===== src/hw/broc_cfg.svh =====
// offsets, fields, codes and timing counts of the radio operation control
`ifndef BROC_CFG_SVH
`define BROC_CFG_SVH
`define BROC_A_CTRL 8'h00
`define BROC_A_PARAM 8'h04
`define BROC_A_SEED 8'h08
`define BROC_A_AAW 8'h0C
`define BROC_A_RXCFG 8'h10
`define BROC_A_START 8'h14
`define BROC_A_LIMIT 8'h18
`define BROC_A_STAT 8'h1C
`define BROC_A_INFO 8'h20
`define BROC_C_SUBMIT 0
`define BROC_C_ABORT 1
`define BROC_C_STOP 2
`define BROC_C_SETUP 3
`define BROC_C_SYNTH 4
`define BROC_PARAM_RST 32'h0000_0000
`define BROC_RXCFG_RST 32'h011F_2500
`define BROC_S_IDLE 16'h0000
`define BROC_S_PEND 16'h0001
`define BROC_S_ACTIVE 16'h0002
`define BROC_S_OK 16'h1400
`define BROC_S_RXTO 16'h1401
`define BROC_S_NOSYNC 16'h1402
`define BROC_S_RXERR 16'h1403
`define BROC_S_ENDED 16'h1406
`define BROC_S_ABORT 16'h1407
`define BROC_S_STOPPED 16'h1408
`define BROC_S_PAR 16'h1800
`define BROC_S_NOSETUP 16'h1802
`define BROC_S_NOFS 16'h1803
`define BROC_S_SYNTH 16'h1804
`define BROC_S_RXOVF 16'h1805
`define BROC_S_TXUNF 16'h1806
`define BROC_DATA_MAX 8'h24
`define BROC_ADV_MIN 8'h25
`define BROC_ADV_MAX 8'h27
`define BROC_DIR_MIN 8'h3C
`define BROC_DIR_MAX 8'hCF
`define BROC_KEEP_CH 8'hFF
`define BROC_RF_BASE 12'h8FC
`define BROC_WH_BASE 7'h40
`define BROC_CLK_NS 50
`define BROC_IFS_NS 150000
`define BROC_EARLY_NS 2000
`define BROC_RXTO_NS 40000
`define BROC_IFS_CYC (`BROC_IFS_NS / `BROC_CLK_NS)
`define BROC_EARLY_CYC (`BROC_EARLY_NS / `BROC_CLK_NS)
`define BROC_OPEN_CYC (`BROC_IFS_CYC - `BROC_EARLY_CYC)
`define BROC_RXTO_CYC (`BROC_RXTO_NS / `BROC_CLK_NS)
`endif


===== src/hw/broc_pkg.sv =====
// types of the radio operation control
package broc_pkg;
    typedef enum logic [3:0] {
        ST_IDLE, ST_PEND, ST_CHECK, ST_PROG, ST_LOAD,
        ST_RX, ST_RXEND, ST_TURNTX, ST_TX, ST_TURNRX, ST_DONE
    } broc_state_e;
    typedef struct packed {
        logic sync;
        logic [7:0] len;
        logic done;
        logic crcOk;
        logic seqBit;
        logic bufFits;
    } broc_rx_s;
    typedef struct packed {
        logic txDone;
        logic synthRunning;
        logic synthFail;
        logic genErr;
        logic rxOverflow;
        logic txUnderflow;
        logic startEvt;
        logic endEvt;
    } broc_evt_s;
    typedef struct packed {
        logic [11:0] freqMhz;
        logic [7:0] chanIdx;
        logic directFreq;
        logic [6:0] whitenSeed;
        logic whitenEn;
    } broc_rf_s;
endpackage : broc_pkg


===== src/hw/broc_top.sv =====
// radio operation control: command sequencing, channel, whitening, flags
// Operation
// - no prior setup: end with not-configured
// - configure radio only at start condition
// - indexes: connection 0-36, advertising 37-39
// - values 60-207 mean frequency 2300+value MHz
// - 255 keeps synth; error if not running
// - no override, index: seed 0x40 or channel
// - otherwise seed from init; zero disables
// - append and check CRC, seed per command
// - time turnarounds to spacing, tight window
// - slave first receive timeout gives timeout code
// - set flags, copy to status, interrupt
// - overlong length aborts as no sync; here a slave's first receive ends with the timeout code
// - auto-flush by flag before interrupting; flush and interrupt rise in the same cycle here
// - pending while waiting, active while running
// - normal completion codes 0x1400-0x1408
// - error completion codes 0x1800-0x1806
// - general error ends with abort code
// - trigger, frequency, address, seed, then radio
// - store into first fitting buffer
// - flags from CRC and sequence repetition
// - zero payload is empty, flushable
// - compare sequence bit with stored last
// - two CRC errors in a row end
`timescale 1ns/1ps
`include "broc_cfg.svh"
module broc_top
    import broc_pkg::*;
(
    // clock and reset
    input wire logic clock,
    input wire logic rstn,
    // wishbone slave
    input wire logic wb_cyc_i,
    input wire logic wb_stb_i,
    input wire logic wb_we_i,
    input wire logic [7:0] wb_adr_i,
    input wire logic [3:0] wb_sel_i,
    input wire logic [31:0] wb_dat_i,
    output logic [31:0] wb_dat_o,
    output logic wb_ack_o,
    // radio datapath events
    input wire broc_rx_s rxIn,
    input wire broc_evt_s evtIn,
    // radio controls
    output logic rxEn,
    output logic txEn,
    output logic crcEnable,
    output logic synthProgram,
    output logic loadLink,
    output broc_rf_s rfOut,
    output logic [23:0] crcSeedOut,
    output logic [31:0] accessWordOut,
    // receive entry handling and operation done
    output logic storeEntry,
    output logic flushEntry,
    output logic [7:0] statusByte,
    output logic rxIrq,
    output logic cmdDone
);
    logic rstMeta_q, rstSync_q, rst;
    broc_state_e state_q;
    logic [31:0] param_q, seed_q, aaw_q, rxcfg_q, start_q, limit_q;
    logic [31:0] timeNow_q, waitCnt_q, rdData;
    logic [15:0] status_q;
    logic ack_q, setupDone_q, synthDone_q, crcFlag_q, skipFlag_q;
    logic firstRx_q, inPkt_q, prevErr_q, endReq_q, endStop_q;
    logic irqPend_q, wrEn, started, fail;
    logic [7:0] chan, maxLen;
    logic [1:0] role;
    logic [15:0] failCode;
    broc_rf_s rf_q;
    logic [7:0] ctrlW;

    // roles: 0 master, 1 slave, 2 advertising-type
    assign chan = param_q[7:0];
    assign role = param_q[9:8];

    // reset release through two flip-flops
    always_ff @(posedge clock or negedge rstn) begin
        if (!rstn) begin
            rstMeta_q <= 1'b0;
            rstSync_q <= 1'b0;
        end else begin
            rstMeta_q <= 1'b1;
            rstSync_q <= rstMeta_q;
        end
    end
    assign rst = !rstSync_q;

    function automatic logic [31:0] merge(input logic [31:0] old,
        input logic [31:0] nw, input logic [3:0] sel);
        logic [31:0] r;
        r = old;
        for (int i = 0; i < 4; i++) begin
            if (sel[i]) begin
                r[8*i +: 8] = nw[8*i +: 8];
            end
        end
        return r;
    endfunction : merge

    // channel legality for the present role
    function automatic logic chanOk(input logic [7:0] c,
        input logic [1:0] r, input logic synthOn);
        if (c <= `BROC_ADV_MAX) begin
            if (r == 2'h2) begin
                return c >= `BROC_ADV_MIN;
            end
            return c <= `BROC_DATA_MAX;
        end
        if (c >= `BROC_DIR_MIN && c <= `BROC_DIR_MAX) begin
            return 1'b1;
        end
        if (c == `BROC_KEEP_CH) begin
            return synthOn;
        end
        return 1'b0;
    endfunction : chanOk

    // one wait state; a write lands on the edge that sees ack high
    assign wrEn = wb_cyc_i && wb_stb_i && wb_we_i && ack_q;
    always_ff @(posedge clock or negedge rstn) begin
        if (!rstn) begin
            ack_q <= 1'b0;
        end else if (rst) begin
            ack_q <= 1'b0;
        end else begin
            ack_q <= wb_cyc_i && wb_stb_i && !ack_q;
        end
    end
    assign wb_ack_o = ack_q;
    assign ctrlW = (wrEn && wb_adr_i == `BROC_A_CTRL && wb_sel_i[0])
        ? wb_dat_i[7:0] : 8'h00;

    always_ff @(posedge clock or negedge rstn) begin
        if (!rstn) begin
            param_q <= `BROC_PARAM_RST;
            seed_q <= 32'h0000_0000;
            aaw_q <= 32'h0000_0000;
            start_q <= 32'h0000_0000;
            limit_q <= 32'h0000_0000;
        end else if (rst) begin
            param_q <= `BROC_PARAM_RST;
            seed_q <= 32'h0000_0000;
            aaw_q <= 32'h0000_0000;
            start_q <= 32'h0000_0000;
            limit_q <= 32'h0000_0000;
        end else if (wrEn) begin
            case (wb_adr_i)
                `BROC_A_PARAM: param_q <= merge(param_q, wb_dat_i, wb_sel_i);
                `BROC_A_SEED: seed_q <= merge(seed_q, wb_dat_i, wb_sel_i);
                `BROC_A_AAW: aaw_q <= merge(aaw_q, wb_dat_i, wb_sel_i);
                `BROC_A_START: start_q <= merge(start_q, wb_dat_i, wb_sel_i);
                `BROC_A_LIMIT: limit_q <= merge(limit_q, wb_dat_i, wb_sel_i);
                default: ;
            endcase
        end
    end

    always_comb begin
        rdData = 32'h0000_0000;
        case (wb_adr_i)
            `BROC_A_PARAM: rdData = param_q;
            `BROC_A_SEED: rdData = seed_q;
            `BROC_A_AAW: rdData = aaw_q;
            `BROC_A_RXCFG: rdData = rxcfg_q;
            `BROC_A_START: rdData = start_q;
            `BROC_A_LIMIT: rdData = limit_q;
            `BROC_A_STAT: rdData = {12'h000, state_q != ST_IDLE,
                setupDone_q, skipFlag_q, crcFlag_q, status_q};
            `BROC_A_INFO: rdData = {11'h000, rf_q.directFreq,
                rf_q.freqMhz, rf_q.whitenEn, rf_q.whitenSeed};
            default: rdData = 32'h0000_0000;
        endcase
    end
    always_ff @(posedge clock or negedge rstn) begin
        if (!rstn) begin
            wb_dat_o <= 32'h0000_0000;
        end else if (rst) begin
            wb_dat_o <= 32'h0000_0000;
        end else begin
            wb_dat_o <= rdData;
        end
    end

    // mode setup and synth programming commands are remembered
    always_ff @(posedge clock or negedge rstn) begin
        if (!rstn) begin
            setupDone_q <= 1'b0;
            synthDone_q <= 1'b0;
        end else if (rst) begin
            setupDone_q <= 1'b0;
            synthDone_q <= 1'b0;
        end else begin
            if (ctrlW[`BROC_C_SETUP]) begin
                setupDone_q <= 1'b1;
            end
            if (ctrlW[`BROC_C_SYNTH]) begin
                synthDone_q <= 1'b1;
            end
        end
    end

    always_ff @(posedge clock or negedge rstn) begin
        if (!rstn) begin
            timeNow_q <= 32'h0000_0000;
        end else if (rst) begin
            timeNow_q <= 32'h0000_0000;
        end else begin
            timeNow_q <= timeNow_q + 32'h0000_0001;
        end
    end
    // signed distance so a moment already passed still starts
    always_comb begin
        case (param_q[11:10])
            2'h0: started = 1'b1;
            2'h1: started = $signed(timeNow_q - start_q) >= 0;
            2'h2: started = evtIn.startEvt;
            default: started = 1'b0;
        endcase
    end

    // datapath faults and the abort command during an operation
    always_comb begin
        fail = 1'b1;
        failCode = `BROC_S_ABORT;
        if (evtIn.rxOverflow) begin
            failCode = `BROC_S_RXOVF;
        end else if (evtIn.txUnderflow) begin
            failCode = `BROC_S_TXUNF;
        end else if (evtIn.genErr || ctrlW[`BROC_C_ABORT]) begin
            failCode = `BROC_S_ABORT;
        end else begin
            fail = 1'b0;
        end
    end

    assign maxLen = (role == 2'h2) ? rxcfg_q[15:8] : rxcfg_q[23:16];

    always_ff @(posedge clock or negedge rstn) begin
        if (!rstn) begin
            state_q <= ST_IDLE;
            status_q <= `BROC_S_IDLE;
            waitCnt_q <= 32'h0000_0000;
            firstRx_q <= 1'b0;
            inPkt_q <= 1'b0;
            endReq_q <= 1'b0;
            endStop_q <= 1'b0;
            rf_q <= '0;
        end else if (rst) begin
            state_q <= ST_IDLE;
            status_q <= `BROC_S_IDLE;
            waitCnt_q <= 32'h0000_0000;
            firstRx_q <= 1'b0;
            inPkt_q <= 1'b0;
            endReq_q <= 1'b0;
            endStop_q <= 1'b0;
            rf_q <= '0;
        end else begin
            if (waitCnt_q != 32'h0000_0000) begin
                waitCnt_q <= waitCnt_q - 32'h0000_0001;
            end
            if (state_q inside {ST_RX, ST_RXEND, ST_TURNTX, ST_TX,
                ST_TURNRX}) begin
                if (evtIn.endEvt || ctrlW[`BROC_C_STOP]) begin
                    endReq_q <= 1'b1;
                    endStop_q <= ctrlW[`BROC_C_STOP];
                end
            end
            if (fail && state_q != ST_IDLE && state_q != ST_DONE) begin
                status_q <= failCode;
                state_q <= ST_DONE;
            end else begin
                case (state_q)
                    ST_IDLE: if (ctrlW[`BROC_C_SUBMIT]) begin
                        endReq_q <= 1'b0;
                        endStop_q <= 1'b0;
                        inPkt_q <= 1'b0;
                        if (!setupDone_q) begin
                            status_q <= `BROC_S_NOSETUP;
                            state_q <= ST_DONE;
                        end else begin
                            status_q <= `BROC_S_PEND;
                            state_q <= ST_PEND;
                        end
                    end
                    ST_PEND: if (started) begin
                        state_q <= ST_CHECK;
                    end
                    ST_CHECK: begin
                        status_q <= `BROC_S_ACTIVE;
                        state_q <= ST_PROG;
                        if (chan == `BROC_KEEP_CH
                            && !(evtIn.synthRunning && synthDone_q)) begin
                            status_q <= `BROC_S_NOFS;
                            state_q <= ST_DONE;
                        end else if (!chanOk(chan, role, 1'b1)) begin
                            status_q <= `BROC_S_PAR;
                            state_q <= ST_DONE;
                        end
                    end
                    ST_PROG: begin
                        if (chan != `BROC_KEEP_CH) begin
                            rf_q.chanIdx <= chan;
                            rf_q.directFreq <= chan >= `BROC_DIR_MIN;
                            rf_q.freqMhz <= `BROC_RF_BASE
                                + {4'h0, chan};
                        end
                        if (!param_q[13] && chan <= `BROC_ADV_MAX) begin
                            rf_q.whitenSeed <= `BROC_WH_BASE
                                | chan[6:0];
                            rf_q.whitenEn <= 1'b1;
                        end else begin
                            rf_q.whitenSeed <= param_q[22:16];
                            rf_q.whitenEn <= param_q[22:16] != 7'h00;
                        end
                        state_q <= ST_LOAD;
                    end
                    ST_LOAD: if (evtIn.synthFail) begin
                        status_q <= `BROC_S_SYNTH;
                        state_q <= ST_DONE;
                    end else begin
                        firstRx_q <= 1'b1;
                        state_q <= (role == 2'h0) ? ST_TX : ST_RX;
                        waitCnt_q <= (role == 2'h1 && param_q[12])
                            ? limit_q : `BROC_RXTO_CYC;
                    end
                    ST_RX: begin
                        if (rxIn.sync && !inPkt_q) begin
                            inPkt_q <= rxIn.len <= maxLen;
                        end else if (inPkt_q && rxIn.done) begin
                            inPkt_q <= 1'b0;
                            state_q <= ST_RXEND;
                        end else if (!inPkt_q
                            && waitCnt_q == 32'h0000_0000) begin
                            status_q <= firstRx_q && role == 2'h1
                                ? `BROC_S_RXTO : `BROC_S_NOSYNC;
                            state_q <= ST_DONE;
                        end
                    end
                    ST_RXEND: begin
                        firstRx_q <= 1'b0;
                        if (prevErr_q && !rxIn.crcOk) begin
                            status_q <= `BROC_S_RXERR;
                            state_q <= ST_DONE;
                        end else if (endReq_q && role != 2'h1) begin
                            status_q <= endStop_q ? `BROC_S_STOPPED
                                : `BROC_S_ENDED;
                            state_q <= ST_DONE;
                        end else begin
                            waitCnt_q <= `BROC_IFS_CYC;
                            state_q <= ST_TURNTX;
                        end
                    end
                    ST_TURNTX: if (waitCnt_q == 32'h0000_0001) begin
                        state_q <= ST_TX;
                    end
                    ST_TX: if (evtIn.txDone) begin
                        if (endReq_q && role == 2'h1) begin
                            status_q <= endStop_q ? `BROC_S_STOPPED
                                : `BROC_S_ENDED;
                            state_q <= ST_DONE;
                        end else begin
                            waitCnt_q <= `BROC_OPEN_CYC;
                            state_q <= ST_TURNRX;
                        end
                    end
                    ST_TURNRX: if (waitCnt_q == 32'h0000_0001) begin
                        waitCnt_q <= 32'(2 * `BROC_EARLY_CYC
                            + `BROC_RXTO_CYC);
                        state_q <= ST_RX;
                    end
                    ST_DONE: state_q <= ST_IDLE;
                    default: state_q <= ST_IDLE;
                endcase
            end
        end
    end

    // flags and sequence history of received packets
    always_ff @(posedge clock or negedge rstn) begin
        if (!rstn) begin
            crcFlag_q <= 1'b0;
            skipFlag_q <= 1'b0;
            prevErr_q <= 1'b0;
            rxcfg_q <= `BROC_RXCFG_RST;
        end else if (rst) begin
            crcFlag_q <= 1'b0;
            skipFlag_q <= 1'b0;
            prevErr_q <= 1'b0;
            rxcfg_q <= `BROC_RXCFG_RST;
        end else begin
            if (wrEn && wb_adr_i == `BROC_A_RXCFG) begin
                rxcfg_q <= merge(rxcfg_q, wb_dat_i, wb_sel_i);
            end
            if (state_q == ST_LOAD) begin
                prevErr_q <= 1'b0;
            end
            if (state_q == ST_RXEND) begin
                crcFlag_q <= !rxIn.crcOk;
                skipFlag_q <= rxIn.crcOk
                    && rxIn.seqBit == rxcfg_q[24];
                prevErr_q <= !rxIn.crcOk;
                if (rxIn.crcOk && rxIn.bufFits) begin
                    rxcfg_q[24] <= rxIn.seqBit;
                end
            end
        end
    end

    // flush decided the cycle after the flags, interrupt in that same cycle
    always_ff @(posedge clock or negedge rstn) begin
        if (!rstn) begin
            flushEntry <= 1'b0;
            irqPend_q <= 1'b0;
            rxIrq <= 1'b0;
            storeEntry <= 1'b0;
            cmdDone <= 1'b0;
        end else if (rst) begin
            flushEntry <= 1'b0;
            irqPend_q <= 1'b0;
            rxIrq <= 1'b0;
            storeEntry <= 1'b0;
            cmdDone <= 1'b0;
        end else begin
            irqPend_q <= state_q == ST_RXEND;
            flushEntry <= irqPend_q && (
                (crcFlag_q && rxcfg_q[0])
                || (skipFlag_q && rxcfg_q[1])
                || (!crcFlag_q && !skipFlag_q && rxcfg_q[2]
                    && rxIn.len == 8'h00));
            rxIrq <= irqPend_q;
            storeEntry <= state_q == ST_RX && rxIn.sync && !inPkt_q
                && rxIn.len <= maxLen && rxIn.bufFits;
            cmdDone <= state_q == ST_DONE;
        end
    end

    assign rxEn = state_q == ST_RX;
    assign txEn = state_q == ST_TX;
    assign crcEnable = rxEn || txEn;
    assign synthProgram = state_q == ST_LOAD && chan != `BROC_KEEP_CH;
    assign loadLink = state_q == ST_LOAD;
    assign rfOut = rf_q;
    assign crcSeedOut = seed_q[23:0];
    assign accessWordOut = aaw_q;
    assign statusByte = {6'h00, skipFlag_q, crcFlag_q};
endmodule : broc_top


===== config.mk =====
export PLATFORM = sky130hd
export DESIGN_NAME = broc_top
export DESIGN_NICKNAME = d
export VERILOG_FILES = /design/src/hw/broc_pkg.sv /design/src/hw/broc_top.sv
export VERILOG_INCLUDE_DIRS = /design/src /design/src/hw
export SDC_FILE = /design/constraint.sdc
export NUM_CORES = 1
export LEC_CHECK = 0
export BUFFER_PORTS_ARGS = -buffer_cell sky130_fd_sc_hd__buf_4
export CAP_MARGIN = 20
export CORE_UTILIZATION = 42
export DETAILED_ROUTE_END_ITERATION = 8
export REMOVE_ABC_BUFFERS = 1
export SETUP_SLACK_MARGIN = 0.4
export SYNTH_ARGS = -nofsm -noshare
export SYNTH_HDL_FRONTEND = slang
export SYNTH_SLANG_ARGS = --single-unit

===== constraint.sdc =====
create_clock -name clock -period 4.3 [get_ports clock]
set_input_delay 0.43 -clock clock [delete_from_list [all_inputs] [get_ports clock]]
set_output_delay 0.43 -clock clock [all_outputs]
set_load 0.01 [all_outputs]

After elaboration in Yosys (flattened, before gate mapping)
Cells that the tools add are included.
Widths: inputs -> output; s select.
Word-level totals
  register bits: 354
  input port bits: 70
  output and inout bits: 135
Cells by class
  add/subtract/negate cells: 4
  $lt $le $gt $ge: 7
  equal/unequal tests: 63
  multiplexer cells: 162
  reduce and logical (&&, ||, !) cells: 86
Operators with widths (count)
  $mux 32: 29
  $pmux 32 s8: 1
  $mux 16: 11
  $pmux 32 s4: 1
  $pmux 16 s6: 1
  $mux 29: 3
  $mux 1: 78
  $mux 4: 18
  $reduce_and 3->1: 22
  $mux 8: 7
  $pmux 4 s10: 1
  $mux 13: 3
  $logic_and 1x1->1: 34
  $add 32x1->32 const B: 1
  $eq 32x1->1 const B: 1
  $eq 8x5->1 const B: 4
  $ge 32x1->1 const B: 1
  $logic_not 32->1: 1
  $reduce_bool 32->1: 1
  $sub 32x1->32 const B: 1
  $sub 32x32->32: 1
  $ne 2x1->1 const B: 13
  $mux 12: 2
  $mux 21: 1
  42 further kinds: 86

Longest topological paths before layout
  depth after elaboration: 37
  mapped depth: 11

Worst setup path before layout
Ideal clock, no wire load.
  path type: register -> register
  from: register param_q[3]
  to: register state_q[3]
  library setup time: 0.125 ns
  arrival time: 2.491 ns
  required time: 4.175 ns
  path slack: 1.684 ns
  stages on the path, launching flop included: 11
  buffers on the path: 1
  cell sequence: dfrtp_1 -> clkbuf_1 -> inv_1 -> ha_1 -> or3b_2 -> a211o_1 -> a21oi_1 -> o211ai_1 -> a2111oi_0 -> o21ai_0 -> mux2_2
On the way
  word-level cells in the longest chain between the ends: 20
  elaborated cells between the ends (all ways): 43
Ends and longest elaborated chain
  from (decl): RTL line broc_top.sv:64  | logic [31:0] param_q, seed_q, aaw_q, rxcfg_q, start_q, limit_q;
  from (signal assigned): RTL line broc_top.sv:139  | param_q <= `BROC_PARAM_RST;
  from (signal assigned): RTL line broc_top.sv:145  | param_q <= `BROC_PARAM_RST;
  from (signal assigned): RTL line broc_top.sv:152  | `BROC_A_PARAM: param_q <= merge(param_q, wb_dat_i, wb_sel_i);
  parallel branches: the longest is 16 deep, another holds $ge 8x6->1
  $mux 4 (*): RTL line broc_top.sv:295  | if (chan == `BROC_KEEP_CH
  $pmux 4 s10 (*): RTL line broc_top.sv:276  | case (state_q)
  $mux 4 (*): RTL line broc_top.sv:272  | if (fail && state_q != ST_IDLE && state_q != ST_DONE) begin
  $mux 4 (*): RTL line broc_top.sv:252  | end else if (rst) begin
  to (signal assigned): RTL line broc_top.sv:326  | state_q <= (role == 2'h0) ? ST_TX : ST_RX;
  to (decl): RTL line broc_top.sv:63  | broc_state_e state_q;
Every way passes the cells marked *. The select of a mux whose other input is x is not followed.
A chain may end at the register's enable or synchronous reset.

Worst setup path after layout
  from: register ack_q (netlist: wb_ack_o)
  to: register rf_q (netlist bit rfOut[11])
On the way
  word-level cells in the longest chain between the ends: 12
Ends and longest elaborated chain
  from (decl): RTL line broc_top.sv:67  | logic ack_q, setupDone_q, synthDone_q, crcFlag_q, skipFlag_q;
  from (signal assigned): RTL line broc_top.sv:130  | ack_q <= wb_cyc_i && wb_stb_i && !ack_q;
  $logic_and 1x1->1: RTL line broc_top.sv:123  | assign wrEn = wb_cyc_i && wb_stb_i && wb_we_i && ack_q;
  $logic_and 1x1->1 (no source line)
  $logic_and 1x1->1: RTL line broc_top.sv:134  | assign ctrlW = (wrEn && wb_adr_i == `BROC_A_CTRL && wb_sel_i[0])
  $mux 5: RTL line broc_top.sv:134
  $logic_or 1x1->1: RTL line broc_top.sv:233  | end else if (evtIn.genErr || ctrlW[`BROC_C_ABORT]) begin
  $mux 1: RTL line broc_top.sv:233
  $mux 1: RTL line broc_top.sv:231  | end else if (evtIn.txUnderflow) begin
  $mux 1: RTL line broc_top.sv:229  | if (evtIn.rxOverflow) begin
  $logic_and 1x1->1 (2 in a row): RTL line broc_top.sv:272
  $ne 2x2->1 (no source line)
  $reduce_and 3->1 (no source line)
  to (decl): RTL line broc_top.sv:73  | broc_rf_s rf_q;
Every way passes these cells.

==> results.cfg <==
[sta]
finalHoldViolCount = 0
worst_pin_slew_ns = 1.15
relSlewSlack = 0.234
finalClockSkew_ns = 0.0291
maxClockFrequency_ghz = 0.317
finalCritPeriodShare = 0.734
tns_ns = 0
setup_viol = 0
slew_violations = 0
period_minus_slack_ns = 3.16
rsz0062_at_grt = no

[critical_path]
critPathCaptureType = flop
regToRegSetupSlack_ns = 1.14
cp_max_fo = 24
crit_arrival_ns = 3.60
cp-start-kind = flop
crit_type = reg2reg
cp.required_ns = 4.74

[yosys]
syn-cell-area_um2 = 18100
synth_top_family_by_area = simple AND/OR/NAND/NOR gates
synth.mux.area_fraction = 0.0727
synth-edff-count = 0
netlist_instances = 1941
synth_cell_types = 90
synth_xor_area_frac = 0.0324
postSynthAreaPerCell_um2 = 9.34
synth-async-reset-ratio = 1.00
synthAdderAreaFrac = 0.0317
synth_flop_cell = dfrtp_1
yosysSeqAreaShare = 0.471
synth_compound_area_frac = 0.160
ys_warn_count = 0
yosys.area_share.simple = 0.182
ys_ff_latch = 341

[drt]
routed_wl_mm = 63.4
first_iter_violations = 1591
wire_per_inst_um = 23.9
drc = 0
routed_via_density = 5.88
antenna_left = 0
dr.pass1.iters = 8
vias = 15597

[pwr]
combPwrFrac = 0.272
clockPowerShare = 0.356
peakVddDrop_mv = 0.264
p_int_w = 0.00683
power_density_nw_per_um2 = 481
swShare = 0.334
p_sw_w = 0.00343
leakagePower_nw = 9.65
power_frac_seq = 0.372

[floorplanning]
die_w_um = 210
core_area_um2 = 42200
initial_utilization = 0.429
rows = 75
ios = 205
design.die.area_um2 = 44000
dieHeight_um = 210

[final_layout]
drive_above_1_share = 0.195
area_growth_pct = 17.8
nets = 2197
fin_util = 0.506
fill_cells = 3992
seq_area_um2 = 8550
multiInputGateArea_um2 = 8730
layout_commonest_cell = dfrtp_1
layout_common_cells = 331 x dfrtp_1, 324 x nand2_1, 228 x buf_4

[global_routing]
grt_max_degree = 132
grt_pass1_wl_mm = 96.3
grt_pass1_vias = 15401
grtUsageMet3 = 0.0420
grt_use_met1 = 0.407
antenna_found_initial = 2
grt.total_usage = 0.290
use_met2 = 0.448
gr-total-overflow = 0
busiest_layer = met2

[cts]
clk_latency_ns = 0.58
clock_path_buffers = 3
cts_tree = yes
clockRootBuffer = clkbuf_16
cts_made_buffers = 40
htree_levels = 2
ctsHoldBuffers = 0
cts_resized = 0
cts_sinks = 341
cts_setup_buffers = 0
clk_pin_slew_ns = 0.06

[placement]
io_buffers = 196
dp_hpwl_mm = 46.1
gp_congestion = 0.937

[worst_hold_path]
hold_path.class = in2async

[outcome]
outcome = complete, no violations

[job]
maxCapViolations = 0
## worst max-delay path, cell delays in order, from the launching register on
cell and delay, ns:
dfrtp_1 0.39, and4_1 0.35, and4_1 0.41, a31oi_4 0.36, and3_1 0.62, nor2b_2 0.26
buf_4 0.32, mux2i_1 0.25, nor2_1 0.05
## layer usage
metal / wire, um / share of wire
met1: 27500 / 0.43
met3: 4630 / 0.073
met4: 2360 / 0.037
met5: 0 / 0
met2: 28900 / 0.46
## registers in the layout, indices dropped and copies added, names as in the netlist, 32 cells and up
signal         cells
limit_q           32
seed_q            32
accessWordOut     32
rxcfg_q           32
timeNow_q         32
start_q           32
param_q           32
waitCnt_q         32
wb_dat_o          32
## final timing paths
path / from / to / cells past startpoint
setup reg to reg: wb_ack_o$_DFF_PN0_ / rfOut[11]$_DFFE_PN0P_ / 8
setup / recovery: wb_ack_o$_DFF_PN0_ / rfOut[11]$_DFFE_PN0P_ / 8
min in group clock: wb_stb_i / wb_ack_o$_DFF_PN0_ / 3
hold reg to reg: rstMeta_q$_DFF_PN0_ / rstSync_q$_DFF_PN0_ / 0
hold / removal: rstn / rfOut[16]$_DFFE_PN0P_ / 1
max in group asynchronous: rstn / rxcfg_q[24]$_DFF_PN1_ / 2
## through the flow
stage	setup slack, ns	cells	cell area [um^2]	total power (W)	hold slack (ns)
6_report	1.14	2654	21300	0.0103	0.00552
5_1_grt	0.990	2654	21300	0.0107	0.0942
4_1_cts	1.19	2651	21300	0.0103	0.0395
3_5_place_dp	0.972	2577	19900	0.00662	0.343
3_3_place_gp	1.09	2577	19900	0.00660	0.341
2_1_floorplan	0.0267	1807	17400	0.00567	0.134
## area by class of cell
class | instances | share of cell area
flip-flops and latches | 341 | 0.400
multi-input cells | 1417 | 0.409
clock inverters | 11 | 0.00785
diodes | 2 | 0.000234
well taps | 539 | 0.0316
repair buffers | 232 | 0.0837
clock buffers | 63 | 0.0585
inverters | 49 | 0.00885
## cell usage after synthesis, drive strengths merged, types with 22 or more instances
cell type	number	area share
a21oi	161	0.044
a222oi	22	0.012
and2	25	0.0086
buf	60	0.023
clkbuf	81	0.017
dfrtp	332	0.46
ha	46	0.032
inv	49	0.010
mux2	45	0.028
mux2i	81	0.045
nand2	325	0.068
nand3	56	0.015
nor2	163	0.034
nor3	25	0.0072
o21ai	137	0.042
xnor2	31	0.015
xor2	36	0.017
## power by group through the flow
stage                     sequential, W  combinational, W  clock (W)
after floorplan                 0.00378           0.00189          0
after detailed placement        0.00386           0.00275          0
after global placement          0.00386           0.00274          0
after CTS                       0.00381           0.00277    0.00371
final                           0.00382           0.00279    0.00366
after global routing            0.00385           0.00306    0.00383
## logic make-up (layout without fill, tap and decap cells)
kind of cell,count (synthesis),in the layout
simple gates,715,715
compound gates,454,454
flops,341,341
buf+inv,190,355
mux,126,126
xor+xnor,67,67
fa+ha+maj,46,46
other cells,2,11
No activity file was read; power rests on OpenSTA's default activity.
